`config.mk`:
```
export PLATFORM = sky130hd
export DESIGN_NAME = adc_sequencer_flat
export DESIGN_NICKNAME = d
export VERILOG_FILES = /design/src/design/adc_seq_pkg.sv /design/src/design/adc_link_if.sv /design/src/design/adc_sequencer.sv /design/src/flat_wrapper.sv
export SDC_FILE = /design/constraint.sdc
export NUM_CORES = 1
export LEC_CHECK = 0
export ABC_AREA = 1
export BUFFER_PORTS_ARGS = -buffer_cell sky130_fd_sc_hd__buf_4
export CAP_MARGIN = 30
export CORE_AREA = 2 2 134 136
export CTS_CLUSTER_DIAMETER = 100
export DETAILED_ROUTE_END_ITERATION = 10
export DIE_AREA = 0 0 136 138
export GPL_TIMING_DRIVEN = 0
export SLEW_MARGIN = 40
export SYNTH_ARGS = -nofsm -noshare
export SYNTH_HDL_FRONTEND = slang
export SYNTH_SLANG_ARGS = --single-unit
```
`constraint.sdc`:
```
create_clock -name pclk -period 1.77 [get_ports pclk]
set_clock_uncertainty 0.05 [all_clocks]
set_input_delay 0.177 -clock pclk [delete_from_list [all_inputs] [get_ports pclk]]
set_output_delay 0.177 -clock pclk [all_outputs]
set_load 0.02 [all_outputs]
```
`src/design/adc_seq_pkg.sv`:
```
// Shared constants and types for the converter sequencer and its controller
package adc_seq_pkg;

	// ------------------------------------------------------------
	// Clock and timing
	// ------------------------------------------------------------
	localparam int unsigned CLK_PERIOD_NS = 8;
	localparam int unsigned CONV_TICKS = 65;
	localparam int unsigned SYNC_TICKS = 4;
	localparam int unsigned ACQ_DONE_TICKS = 15;
	localparam int unsigned EOC_LOW_TICKS = 4;
	localparam int unsigned CAL_TICKS = 1443840;
	localparam int unsigned STUCK_CYCLES = 8;
	localparam int unsigned EXT_DIV = 4;
	localparam int unsigned HOLD_EXTRA_NS = 50;
	localparam int unsigned HOLD_EXTRA_CYCLES =
		(HOLD_EXTRA_NS + CLK_PERIOD_NS - 1) / CLK_PERIOD_NS;
	localparam int unsigned HOLD_CYCLES = EXT_DIV + HOLD_EXTRA_CYCLES;
	localparam int unsigned ACQ_NS = 2250;
	localparam int unsigned ACQ_MIN_TICKS = 6;
	localparam int unsigned ACQ_CYCLES = ACQ_MIN_TICKS * EXT_DIV
		+ (ACQ_NS + CLK_PERIOD_NS - 1) / CLK_PERIOD_NS;
	localparam int unsigned RST_PULSE_CYCLES = 8;
	localparam int unsigned READ_CYCLES = 4;

	// ------------------------------------------------------------
	// Device pin positions in the synchroniser vector
	// ------------------------------------------------------------
	localparam int unsigned PIN_MCLK = 0;
	localparam int unsigned PIN_HOLD_N = 1;
	localparam int unsigned PIN_CS_N = 2;
	localparam int unsigned PIN_RD_N = 3;
	localparam int unsigned PIN_RSEL = 4;
	localparam int unsigned PIN_BURST = 5;
	localparam int unsigned PIN_INTERLEAVE_CALIBRATE_N_N = 6;
	localparam int unsigned PIN_HW_RST = 7;

	// ------------------------------------------------------------
	// Device status byte
	// ------------------------------------------------------------
	localparam int unsigned SB_EOC_N = 0;
	localparam int unsigned SB_ACQ_N = 3;
	localparam int unsigned SB_TRACK = 5;
	localparam int unsigned SB_CONV = 6;
	localparam int unsigned SB_CAL = 7;

	// ------------------------------------------------------------
	// Controller registers
	// ------------------------------------------------------------
	localparam logic [11:0] CTRL_OFS = 12'h000;
	localparam logic [11:0] CMD_OFS = 12'h004;
	localparam logic [11:0] STATUS_OFS = 12'h008;
	localparam logic [11:0] DATA_OFS = 12'h00c;
	localparam int unsigned CTRL_EXT_CLK = 0;
	localparam int unsigned CTRL_LOOPBACK = 1;
	localparam int unsigned CTRL_AUTO = 2;
	localparam int unsigned CTRL_BURST = 3;
	localparam int unsigned CTRL_INTERLEAVE_CALIBRATE_N_N = 4;
	localparam logic [4:0] CTRL_RESET = 5'h10;
	localparam int unsigned CMD_CONVERT = 0;
	localparam int unsigned CMD_SOFT_RST = 1;
	localparam int unsigned CMD_HW_RST = 2;
	localparam int unsigned CMD_READ = 3;
	localparam int unsigned STAT_BUSY = 0;
	localparam int unsigned STAT_EOC_N = 1;
	localparam int unsigned STAT_ACQ_N = 2;
	localparam int unsigned STAT_ACQ_OK = 3;
	localparam int unsigned STAT_PENDING = 4;

	// ------------------------------------------------------------
	// State encodings
	// ------------------------------------------------------------
	typedef enum logic [3:0] {
		DS_CAL = 4'b0001,
		DS_TRACK = 4'b0010,
		DS_SYNC = 4'b0100,
		DS_CONV = 4'b1000
	} dev_state_t;

	typedef enum logic [4:0] {
		HS_IDLE = 5'b00001,
		HS_HOLD = 5'b00010,
		HS_SRST = 5'b00100,
		HS_HRST = 5'b01000,
		HS_READ = 5'b10000
	} host_state_t;

endpackage

```
`src/design/adc_link_if.sv`:
```
// Pin-level link between the converter sequencer and its controller
`timescale 1ns/100ps
interface adc_link_if;
	logic master_clock_input;
	logic hold_n;
	logic chip_select_n;
	logic read_n;
	logic register_select;
	logic burst_calibrate;
	logic interleave_calibrate_n;
	logic hw_reset;
	logic eoc_n;
	logic acquisition_done_n;
	logic [15:0] data;
	logic data_oe_n;

	modport device (
		input master_clock_input, hold_n, chip_select_n, read_n,
		input register_select, burst_calibrate, interleave_calibrate_n,
		input hw_reset,
		output eoc_n, acquisition_done_n, data, data_oe_n
	);

	modport host (
		output master_clock_input, hold_n, chip_select_n, read_n,
		output register_select, burst_calibrate, interleave_calibrate_n,
		output hw_reset,
		input eoc_n, acquisition_done_n, data, data_oe_n
	);
endinterface

```
`src/design/adc_sequencer.sv`:
```
// Converter-side sequencing: clock source, conversion, reset and calibration
//
// The address map and register access over APB were decided locally.
`timescale 1ns/100ps

// What this block does
// - Internal clock when master input held low
// - Falling hold freezes input, starts conversion
// - Controller keeps hold low period plus 50ns
// - Return to tracking after conversion, unprompted
// - Controller releases hold before conversion ends
// - Bus-driven hold uses register select high
// - Calibration inputs latched by chip select
// - Controller waits six periods plus 2.25us
// - Quarter-rate clock, start delayed up to four
// - Acquisition done falls 15 periods after EOC
// - Loopback: 65-period conversion, 80-period rate
// - Controller counter restarts conversion after acquisition
// - Hardware reset clears, then full calibration
// - Reset overrides conversion and calibration
// - Software reset: select, register select, hold low
// - EOC high during reset, falls when done
// - Controller waits acquisition after reset EOC
// - Stand-alone wiring keeps EOC high after reset
// - Calibration trims each bit against lower sum
// - EOC low until a read or start, then high four periods later
module adc_sequencer #(
	parameter int unsigned CAL_TICKS = adc_seq_pkg::CAL_TICKS
) (
	// Clock, reset, enable
	input wire logic pclk,
	input wire logic presetn,
	input wire logic ce,
	// Link pins
	adc_link_if.device link,
	// Analog front end stand-in
	input wire logic [15:0] sample_in,
	// Status towards the user
	output logic [15:0] conv_result,
	output logic calibrating,
	output logic converting,
	output logic tracking,
	output logic ext_clock_active,
	output logic burst_latched,
	output logic interleave_latched_n
);

	typedef struct packed {
		logic [7:0] s1;
		logic [7:0] s2;
		logic mclk_prev;
		logic [3:0] stuck;
		logic ext;
		logic cs_prev;
		logic burst;
		logic interleave_calibrate_n_n;
		adc_seq_pkg::dev_state_t st;
		logic [1:0] phase;
		logic [20:0] cnt;
		logic acq_run;
		logic [3:0] acq_cnt;
		logic acq_n;
		logic eoc_n;
		logic eoc_rel;
		logic [1:0] eoc_cnt;
		logic [15:0] held;
		logic [15:0] result;
		logic [15:0] data;
		logic data_oe_n;
	} dev_regs_t;

	dev_regs_t q, n;

	// ------------------------------------------------------------
	// Next-state logic
	// ------------------------------------------------------------
	logic [7:0] pins;
	logic rise, tick, hw_rst, sw_rst, rd_act, alone, start, cs_rise;
	logic [7:0] sbyte;

	always_comb begin
		pins = '0;
		pins[adc_seq_pkg::PIN_MCLK] = link.master_clock_input;
		pins[adc_seq_pkg::PIN_HOLD_N] = link.hold_n;
		pins[adc_seq_pkg::PIN_CS_N] = link.chip_select_n;
		pins[adc_seq_pkg::PIN_RD_N] = link.read_n;
		pins[adc_seq_pkg::PIN_RSEL] = link.register_select;
		pins[adc_seq_pkg::PIN_BURST] = link.burst_calibrate;
		pins[adc_seq_pkg::PIN_INTERLEAVE_CALIBRATE_N_N] = link.interleave_calibrate_n;
		pins[adc_seq_pkg::PIN_HW_RST] = link.hw_reset;
		rise = q.s2[adc_seq_pkg::PIN_MCLK] & ~q.mclk_prev;
		tick = q.ext ? rise : 1'b1;
		hw_rst = q.s2[adc_seq_pkg::PIN_HW_RST];
		sw_rst = ~q.s2[adc_seq_pkg::PIN_CS_N] & ~q.s2[adc_seq_pkg::PIN_RSEL]
			& ~q.s2[adc_seq_pkg::PIN_HOLD_N];
		rd_act = ~q.s2[adc_seq_pkg::PIN_CS_N] & ~q.s2[adc_seq_pkg::PIN_RD_N];
		alone = rd_act & q.s2[adc_seq_pkg::PIN_RSEL];
		cs_rise = q.s2[adc_seq_pkg::PIN_CS_N] & ~q.cs_prev;
		start = 1'b0;
		sbyte = '0;
		sbyte[adc_seq_pkg::SB_EOC_N] = q.eoc_n;
		sbyte[adc_seq_pkg::SB_ACQ_N] = q.acq_n;
		sbyte[adc_seq_pkg::SB_TRACK] = q.st == adc_seq_pkg::DS_TRACK;
		sbyte[adc_seq_pkg::SB_CONV] = q.st == adc_seq_pkg::DS_CONV
			|| q.st == adc_seq_pkg::DS_SYNC;
		sbyte[adc_seq_pkg::SB_CAL] = q.st == adc_seq_pkg::DS_CAL;
		n = q;
		if (ce) begin
			n.s1 = pins;
			n.s2 = q.s1;
			n.mclk_prev = q.s2[adc_seq_pkg::PIN_MCLK];
			n.cs_prev = q.s2[adc_seq_pkg::PIN_CS_N];
			// A master clock that stops low hands over to the oscillator
			if (rise) begin
				n.ext = 1'b1;
				n.stuck = '0;
			end else if (q.stuck != 4'(adc_seq_pkg::STUCK_CYCLES)) begin
				n.stuck = q.stuck + 4'h1;
			end else begin
				n.ext = 1'b0;
			end
			if (cs_rise) begin
				n.burst = q.s2[adc_seq_pkg::PIN_BURST];
				n.interleave_calibrate_n_n = q.s2[adc_seq_pkg::PIN_INTERLEAVE_CALIBRATE_N_N];
			end
			n.data_oe_n = ~rd_act;
			n.data = q.s2[adc_seq_pkg::PIN_RSEL] ? q.result : {8'h00, sbyte};
			if (hw_rst || sw_rst) begin
				// Held in the cleared state for as long as the reset lasts
				n.st = adc_seq_pkg::DS_CAL;
				n.cnt = '0;
				n.phase = '0;
				n.acq_run = 1'b0;
				n.acq_cnt = '0;
				n.acq_n = 1'b1;
				n.eoc_n = 1'b1;
				n.eoc_rel = 1'b0;
				n.eoc_cnt = '0;
			end else if (tick) begin
				n.phase = q.phase + 2'h1;
				if (q.acq_run) begin
					if (q.acq_cnt == 4'(adc_seq_pkg::ACQ_DONE_TICKS - 1)) begin
						n.acq_n = 1'b0;
						n.acq_run = 1'b0;
					end else begin
						n.acq_cnt = q.acq_cnt + 4'h1;
					end
				end
				case (q.st)
					adc_seq_pkg::DS_CAL: begin
						// Each step stands for one trim experiment on a bit
						// weight against the lower weights plus a dummy LSB
						n.cnt = q.cnt + 21'h1;
						if (q.cnt == 21'(CAL_TICKS - 1)) begin
							n.st = adc_seq_pkg::DS_TRACK;
							n.cnt = '0;
							n.eoc_n = alone;
							n.acq_run = 1'b1;
							n.acq_cnt = '0;
						end
					end
					adc_seq_pkg::DS_TRACK: begin
						// Level sensed: a strobe still low here restarts
						if (~q.s2[adc_seq_pkg::PIN_HOLD_N]) begin
							n.held = sample_in;
							if (~q.acq_n) begin
								// Aligned to the conversion clock, no wait
								start = 1'b1;
							end else begin
								n.st = adc_seq_pkg::DS_SYNC;
							end
						end
					end
					adc_seq_pkg::DS_SYNC: begin
						if (q.phase == 2'(adc_seq_pkg::SYNC_TICKS - 1)) begin
							start = 1'b1;
						end
					end
					adc_seq_pkg::DS_CONV: begin
						n.cnt = q.cnt + 21'h1;
						if (q.cnt == 21'(adc_seq_pkg::CONV_TICKS - 1)) begin
							n.st = adc_seq_pkg::DS_TRACK;
							n.cnt = '0;
							n.result = q.held;
							n.eoc_n = 1'b0;
							n.eoc_rel = 1'b0;
							n.eoc_cnt = '0;
							n.acq_run = 1'b1;
							n.acq_cnt = '0;
						end
					end
					default: begin
						n.st = adc_seq_pkg::DS_CAL;
						n.cnt = '0;
					end
				endcase
				if (start) begin
					n.st = adc_seq_pkg::DS_CONV;
					n.cnt = '0;
					n.phase = '0;
					n.acq_n = 1'b1;
					n.acq_run = 1'b0;
				end
				// EOC returns high four periods after a read or a start; it
				// is back high long before a conversion ends and falls again
				if (~q.eoc_n) begin
					n.eoc_rel = q.eoc_rel | rd_act | start;
					if (q.eoc_rel) begin
						n.eoc_cnt = q.eoc_cnt + 2'h1;
						if (q.eoc_cnt == 2'(adc_seq_pkg::EOC_LOW_TICKS - 1)) begin
							n.eoc_n = 1'b1;
							n.eoc_rel = 1'b0;
							n.eoc_cnt = '0;
						end
					end
				end
			end
		end
	end

	// ------------------------------------------------------------
	// State register
	// ------------------------------------------------------------
	always_ff @(posedge pclk or negedge presetn) begin
		if (!presetn) begin
			// Synchronisers start at idle pin levels: no false strobe
			q <= '{s1: 8'h5e, s2: 8'h5e, mclk_prev: 1'b0, stuck: 4'h0,
				ext: 1'b0, cs_prev: 1'b1, burst: 1'b0, interleave_calibrate_n_n: 1'b1,
				st: adc_seq_pkg::DS_CAL, phase: 2'h0, cnt: 21'h0,
				acq_run: 1'b0, acq_cnt: 4'h0, acq_n: 1'b1, eoc_n: 1'b1,
				eoc_rel: 1'b0, eoc_cnt: 2'h0, held: 16'h0000,
				result: 16'h0000, data: 16'h0000, data_oe_n: 1'b1};
		end else begin
			q <= n;
		end
	end

	// ------------------------------------------------------------
	// Outputs
	// ------------------------------------------------------------
	assign link.eoc_n = q.eoc_n;
	assign link.acquisition_done_n = q.acq_n;
	assign link.data = q.data;
	assign link.data_oe_n = q.data_oe_n;
	assign conv_result = q.result;
	// One-hot states, so each flag is a state bit straight from the flop
	assign calibrating = q.st[0];
	assign converting = q.st[3];
	assign tracking = q.st[1];
	assign ext_clock_active = q.ext;
	assign burst_latched = q.burst;
	assign interleave_latched_n = q.interleave_calibrate_n_n;

endmodule

```
`src/flat_wrapper.sv`:
```
// flat-port wrapper written by rule: the top's interface ports become plain ports
module adc_sequencer_flat 
#(
	parameter int unsigned CAL_TICKS = adc_seq_pkg::CAL_TICKS
)
  (pclk, presetn, ce, sample_in, conv_result, calibrating, converting, tracking, ext_clock_active, burst_latched, interleave_latched_n, link_master_clock_input, link_hold_n, link_chip_select_n, link_read_n, link_register_select, link_burst_calibrate, link_interleave_calibrate_n, link_hw_reset, link_eoc_n, link_acquisition_done_n, link_data, link_data_oe_n);
  adc_link_if link_i ();
  input wire logic pclk;
  input wire logic presetn;
  input wire logic ce;
  input wire logic [15:0] sample_in;
  output logic [15:0] conv_result;
  output logic calibrating;
  output logic converting;
  output logic tracking;
  output logic ext_clock_active;
  output logic burst_latched;
  output logic interleave_latched_n;
  input wire logic [$bits(link_i.master_clock_input)-1:0] link_master_clock_input;
  input wire logic [$bits(link_i.hold_n)-1:0] link_hold_n;
  input wire logic [$bits(link_i.chip_select_n)-1:0] link_chip_select_n;
  input wire logic [$bits(link_i.read_n)-1:0] link_read_n;
  input wire logic [$bits(link_i.register_select)-1:0] link_register_select;
  input wire logic [$bits(link_i.burst_calibrate)-1:0] link_burst_calibrate;
  input wire logic [$bits(link_i.interleave_calibrate_n)-1:0] link_interleave_calibrate_n;
  input wire logic [$bits(link_i.hw_reset)-1:0] link_hw_reset;
  output wire logic [$bits(link_i.eoc_n)-1:0] link_eoc_n;
  output wire logic [$bits(link_i.acquisition_done_n)-1:0] link_acquisition_done_n;
  output wire logic [$bits(link_i.data)-1:0] link_data;
  output wire logic [$bits(link_i.data_oe_n)-1:0] link_data_oe_n;
  assign link_i.master_clock_input = link_master_clock_input;
  assign link_i.hold_n = link_hold_n;
  assign link_i.chip_select_n = link_chip_select_n;
  assign link_i.read_n = link_read_n;
  assign link_i.register_select = link_register_select;
  assign link_i.burst_calibrate = link_burst_calibrate;
  assign link_i.interleave_calibrate_n = link_interleave_calibrate_n;
  assign link_i.hw_reset = link_hw_reset;
  assign link_eoc_n = link_i.eoc_n;
  assign link_acquisition_done_n = link_i.acquisition_done_n;
  assign link_data = link_i.data;
  assign link_data_oe_n = link_i.data_oe_n;
  adc_sequencer #(.CAL_TICKS(CAL_TICKS)) u_core (.pclk(pclk), .presetn(presetn), .ce(ce), .link(link_i), .sample_in(sample_in), .conv_result(conv_result), .calibrating(calibrating), .converting(converting), .tracking(tracking), .ext_clock_active(ext_clock_active), .burst_latched(burst_latched), .interleave_latched_n(interleave_latched_n));
endmodule
```
Word level (Yosys, flattened, before mapping)
Cells that the tools add are included.

$add $sub $neg: 5. Multipliers: 0. Div/mod/pow operators: 0. $lt $le $gt $ge: 0. Equal/unequal tests: 21. Shift-type cells: 0. Multiplexer cells: 41. Bitwise operators: 16. Reduce and logical (&&, ||, !) cells: 15.

Operators by type and width (number): 16-bit 2-to-1 mux (5); 69-bit 2-to-1 mux (1); 21-bit case mux with 3 select lines (1); 26-bit 2-to-1 mux (2); 4-bit 2-to-1 mux (10); 37-bit 2-to-1 mux (1); 28-bit 2-to-1 mux (1); 21-bit by 1-bit adder with 21-bit output, second input constant (1); 21-bit == test, second input constant (1); 21-bit by 7-bit == test with 1-bit output, second input constant (1); 4-bit != test, second input constant (4); 4-bit case mux with 4 select lines (1); 1-bit 2-to-1 mux (12); 6-bit 2-to-1 mux (2); 5-bit case mux with 2 select lines (1); 5-bit AND reduction (2); 3-bit != test, second input constant (3); 4-bit by 1-bit adder with 4-bit output, second input constant (2); 4-bit == test, second input constant (2); 4-bit by 1-bit != test with 1-bit output, second input constant (2); 1-bit inverter (8); 2-bit AND reduction (4); 4-bit AND reduction (2); 7-bit AND reduction (1); 17 further kinds (28).

Register bits after elaboration: 111. Latch bits: 0. Bits in writable memories: 0. Bits in read-only memories: 0. Input bits: 27. Output and inout port bits: 41. Logic and storage cells: 119. Memories kept: 0.

Logic depth before layout (Yosys ltp)
Depth after elaboration: 12. Mapped depth: 13. Mapped depth without buffers: 12.

Worst setup path after synthesis
No wires, ideal clock.

Path kind: register to register. Start: reg u_core.q, in the netlist u_core.converting. End: reg u_core.q[78] in the netlist's numbering. Library setup time: 0.113 ns. Data arrival time: 1.497 ns. Required time: 1.607 ns. Path slack: 0.111 ns. Cell stages (with the launch flop): 12. Buffers on the path: 1. Period minus slack after synthesis: 1.659 ns. Cell sequence: dfrtp_1 -> nor2_2 -> nand2_1 -> a21oi_4 -> nand2_2 -> nand2_2 -> buf_6 -> nor2_2 -> nand2_1 -> nand2_1 -> nand2_1 -> inv_1.

Longest elaborated chain between the ends: 8. Elaborated cells on any way between the ends: 15. Classes of those cells: 5 x eq/ne; 8 x mux; 2 x reduce/logical.

RTL lines: start, declared (RTL line adc_sequencer.sv:72) `dev_regs_t q, n;`; start signal, assigned (RTL line adc_sequencer.sv:227) `q <= '{s1: 8'h5e, s2: 8'h5e, mclk_prev: 1'b0, stuck: 4'h0,`; start signal, assigned (RTL line adc_sequencer.sv:234) `q <= n;`; 4-bit by 3-bit == test with 1-bit output or 4-bit by 2-bit == test with 1-bit output (tied branches) (RTL line adc_sequencer.sv:149) `case (q.st)`; 1-bit case mux with 2 select lines (RTL line adc_sequencer.sv:149); 1-bit 2-to-1 mux (RTL line adc_sequencer.sv:139) `end else if (tick) begin`; 1-bit 2-to-1 mux (RTL line adc_sequencer.sv:128) `if (hw_rst || sw_rst) begin`; 1-bit 2-to-1 mux (RTL line adc_sequencer.sv:108) `if (ce) begin`; 28-bit 2-to-1 mux (RTL line adc_sequencer.sv:197) `if (start) begin`; 69-bit 2-to-1 mux (RTL line adc_sequencer.sv:139); 37-bit 2-to-1 mux (RTL line adc_sequencer.sv:128).

Several ways; a longest one is shown, not always the timed one. The select of a mux whose other input is x is not followed. A chain may end at the register's enable or synchronous reset.

Worst setup path after layout
Start: reg u_core.q[84] in the netlist's numbering. End: reg u_core.q[65] in the netlist's numbering.

Same word-level chain as after synthesis.

==> impl_metrics.tcl <==
set metrics [dict create \
    power.total_uw 7590 \
    core_area_um2 17500 \
    path_clk_slew_ns 0.09 \
    clk_latency_ns 0.37 \
    dp_cells 1064 \
    ctsHtreeMaxLevel 3 \
    grt_use_total_pct 16.6 \
    tightest_slew_ns 0.581 \
    status "complete, but fails checks" \
    worstPathCellList "nor2_4, nand4_1, nand2_2, inv_4, nand2_4, nand2_4, buf_8, nor2_4, nor2_1" \
    drive_gt1_share_pct 27.6 \
    fin_tns_setup_ns 0 \
    crit_type "flip-flop to flip-flop" \
    hold_viol_final 1 \
    endpoint_kind "flip-flop" \
    cp_top_family "simple AND/OR/NAND/NOR gates" \
    synth_flop_cell "dfrtp_1" \
    finalCritPeriodShare_pct 99.4 \
    synth_seq_cells 111 \
    synth-edff-count 0 \
    setup_violations 0 \
    synth_fp_nets 803 \
    syn_to_final_growth_pct 30.3 \
    fp.dieH_um 138 \
    cellPowerDensity_nw_per_um2 974 \
    grt_pass1_wl_um 25000 \
    globalplace.congestion 0.866 \
    arrival_ns 1.95 \
    timing.fmax_mhz 569 \
    cpMaxStageDelayCell "dfrtp_2" \
    final_nets 924 \
    ys_seq_area_share_pct 46.8 \
    synthCells 768 \
    drtPass1Iterations 5 \
    worstPathMaxFanout 6 \
    path_buf_inv 2 \
    rsz0062_at_grt "yes" \
    final_cells 1123 \
    synth_top_area_cell "dfrtp_1" \
    synthDistinctLibCells 36 \
    io_buffers 66 \
    max_stage_delay_ns 0.45 \
    period_needed_ns 1.76 \
    numCtsBuffers 9 \
    top_register "u_core.q" \
    maxCapViolCount 0 \
    yosys-top-cells-area "dfrtp_1 40%, nand2_1 14%, dfstp_2 7.0%" \
    io_pins 68 \
    failed_checks "hold timing" \
    timing.hold.ws_ns -0.00171 \
    clock_path_buffers 2 \
    power.internal_uw 4960 \
    drv_slew 0 \
    synthesis.area_um2 5980 \
    cts_root_buf "clkbuf_16" \
    yosys_warnings 0 \
    drtAntennaViolNets 0 \
    grt_pass1_vias 5109 \
    p_seq_share_pct 42.3 \
    grt_max_degree 63 \
    wl_per_cell_um 13.9 \
    p_clk_share_pct 29.8 \
    max_slew_margin_pct 61.3 \
    power.share.combinational_pct 27.8 \
    cts_tree "built" \
    largest_register_ffs 69 \
    power.share.switching_pct 34.7 \
    rows 49 \
    dr_total_vias 5274 \
    synth_top_area_share_pct 39.8 \
    required_ns 1.96 \
    dpl.hpwl_um 10800 \
    irDropWorstVdd_mv 0.514 \
    die-area_um2 18800 \
    antenna_found_initial 0 \
    avgSynthCellArea_um2 7.78 \
    post-route-util_pct 44.4 \
    diodes 0 \
    min_path_type "primary input to flip-flop" \
    clock_sinks 111 \
    drcViolationCount 0 \
    startpoint_type "flip-flop" \
    ys_async_sr_fraction_pct 100 \
    die_x_um 136 \
    p_switching_uw 2630 \
    p_leak_uw 0.00378 \
    viasPerCell 4.70 \
    drt-total-wl_um 15600 \
    drtIter0Drc 391 \
    grt-ovfl-total 0 \
    start_util_pct 34.1 \
]
layer usage:
layer / part of all wire (%) / routed length [um] / vias up / GRT usage [%]
met5: 0 / 0 / - / 0
met4: 1.8 / 282 / 0 / 5.10
met3: 4.0 / 624 / 23 / 2.90
met2: 48 / 7520 / 118 / 27.3
met1: 46 / 7200 / 2483 / 22.4
li1: - / - / 2650 / -
area by class of cell:
class                   count  area (um^2)
plain buffers              55          412
flip-flops and latches    111         2800
clock buffers               9          225
repair buffers            110          928
multi-input cells         499         2620
clock inverters             7          108
well taps                 229          287
fillers                  1809         9750
inverters                 103          399
power groups by stage:
stage / Combinational [uW] / Clock [uW] / Sequential (uW)
floorplan: 1100 / 0 / 3240
global placement: 1750 / 0 / 3230
detailed placement: 1780 / 0 / 3240
CTS: 1910 / 2320 / 3200
global route: 2330 / 2410 / 3260
finish: 2110 / 2260 / 3210
per-stage QoR:
stage	area [um^2]	worst slack, ns
detailed placement	6790	-0.201
global placement	6760	-0.199
floorplan	5980	0.111
CTS	7470	0.00248
finish	7790	0.0115
global route	7790	-0.0829
what timing repair did:
action | in CTS | in global routing
pin swaps | 8 | 22
cloned | 0 | 2
hold buffers | 20 | 0
buffers inserted | 9 | 12
hold endpoints to repair | 68 | 0
endpoints found under the setup margin | 62 | 61
resized for setup | 24 | 60
worst register-to-register path: cells and delay by family (launching register included):
kind | cells | cell delay, ns
buffers and inverters | 2 | 0.21
and+or+nand+nor | 7 | 0.93
DFF | 1 | 0.45
layout by cell type (no fill, tap or decap), types with 11 or more instances in the layout:
cell type      netlist  layout
o21ai_0             57      52
a21oi_1             14      14
buf_4               34     119
nand2_4              3      13
nand2_1            215     208
nor2_1              63      54
dfrtp_1             95      90
dfstp_2             16      16
nand3_1             52      46
inv_1               93      87
dlygate4sd3_1        0      20
nand4_1             24      24
o21ai_1             16      19
inv_2                9      11
cell families after synthesis:
family | count (synthesis) | share of synthesized area [%]
AO/OA/AOI/OAI | 103 | 9.76
flip-flops | 111 | 46.8
adder cells (fa/ha/maj) | 8 | 1.68
AND/OR/NAND/NOR | 383 | 28.2
XOR/XNOR | 5 | 0.733
buffers and inverters | 158 | 12.8
cell usage after synthesis (3+ instances only):
master	number
a21oi_1	14
a21oi_4	3
buf_2	9
buf_4	34
buf_6	4
clkbuf_1	7
dfrtp_1	95
dfstp_2	16
ha_1	8
inv_1	93
inv_2	9
nand2_1	215
nand2_2	9
nand2_4	3
nand3_1	52
nand3_2	4
nand4_1	24
nor2_1	63
nor2_2	6
nor2_4	3
o21ai_0	57
o21ai_1	16
o221ai_1	3
xor2_1	5
path summary, 6_finish.rpt:
| kind | startpoint | slack [ns] | to | cells after the start |
|---|---|---|---|---|
| max | u_core.q[84]$_DFFE_PN0P_ | 0.01 | u_core.q[65]$_DFFE_PN0P_ | 9 |
| min | sample_in[4] | -0.002 | u_core.q[37]$_DFFE_PN0P_ | 3 |
| max reg2reg | u_core.q[84]$_DFFE_PN0P_ | 0.01 | u_core.q[65]$_DFFE_PN0P_ | 9 |
| min reg2reg | u_core.q[104]$_DFFE_PN1P_ | 0.42 | u_core.q[104]$_DFFE_PN1P_ | 2 |
| max in group asynchronous | presetn | 0.71 | u_core.link.acquisition_done_n$_DFFE_PN1P_ | 3 |
| min in group asynchronous | presetn | 0.27 | u_core.burst_latched$_DFFE_PN0P_ | 2 |
Note: power is estimated with default switching activity, not from simulation.
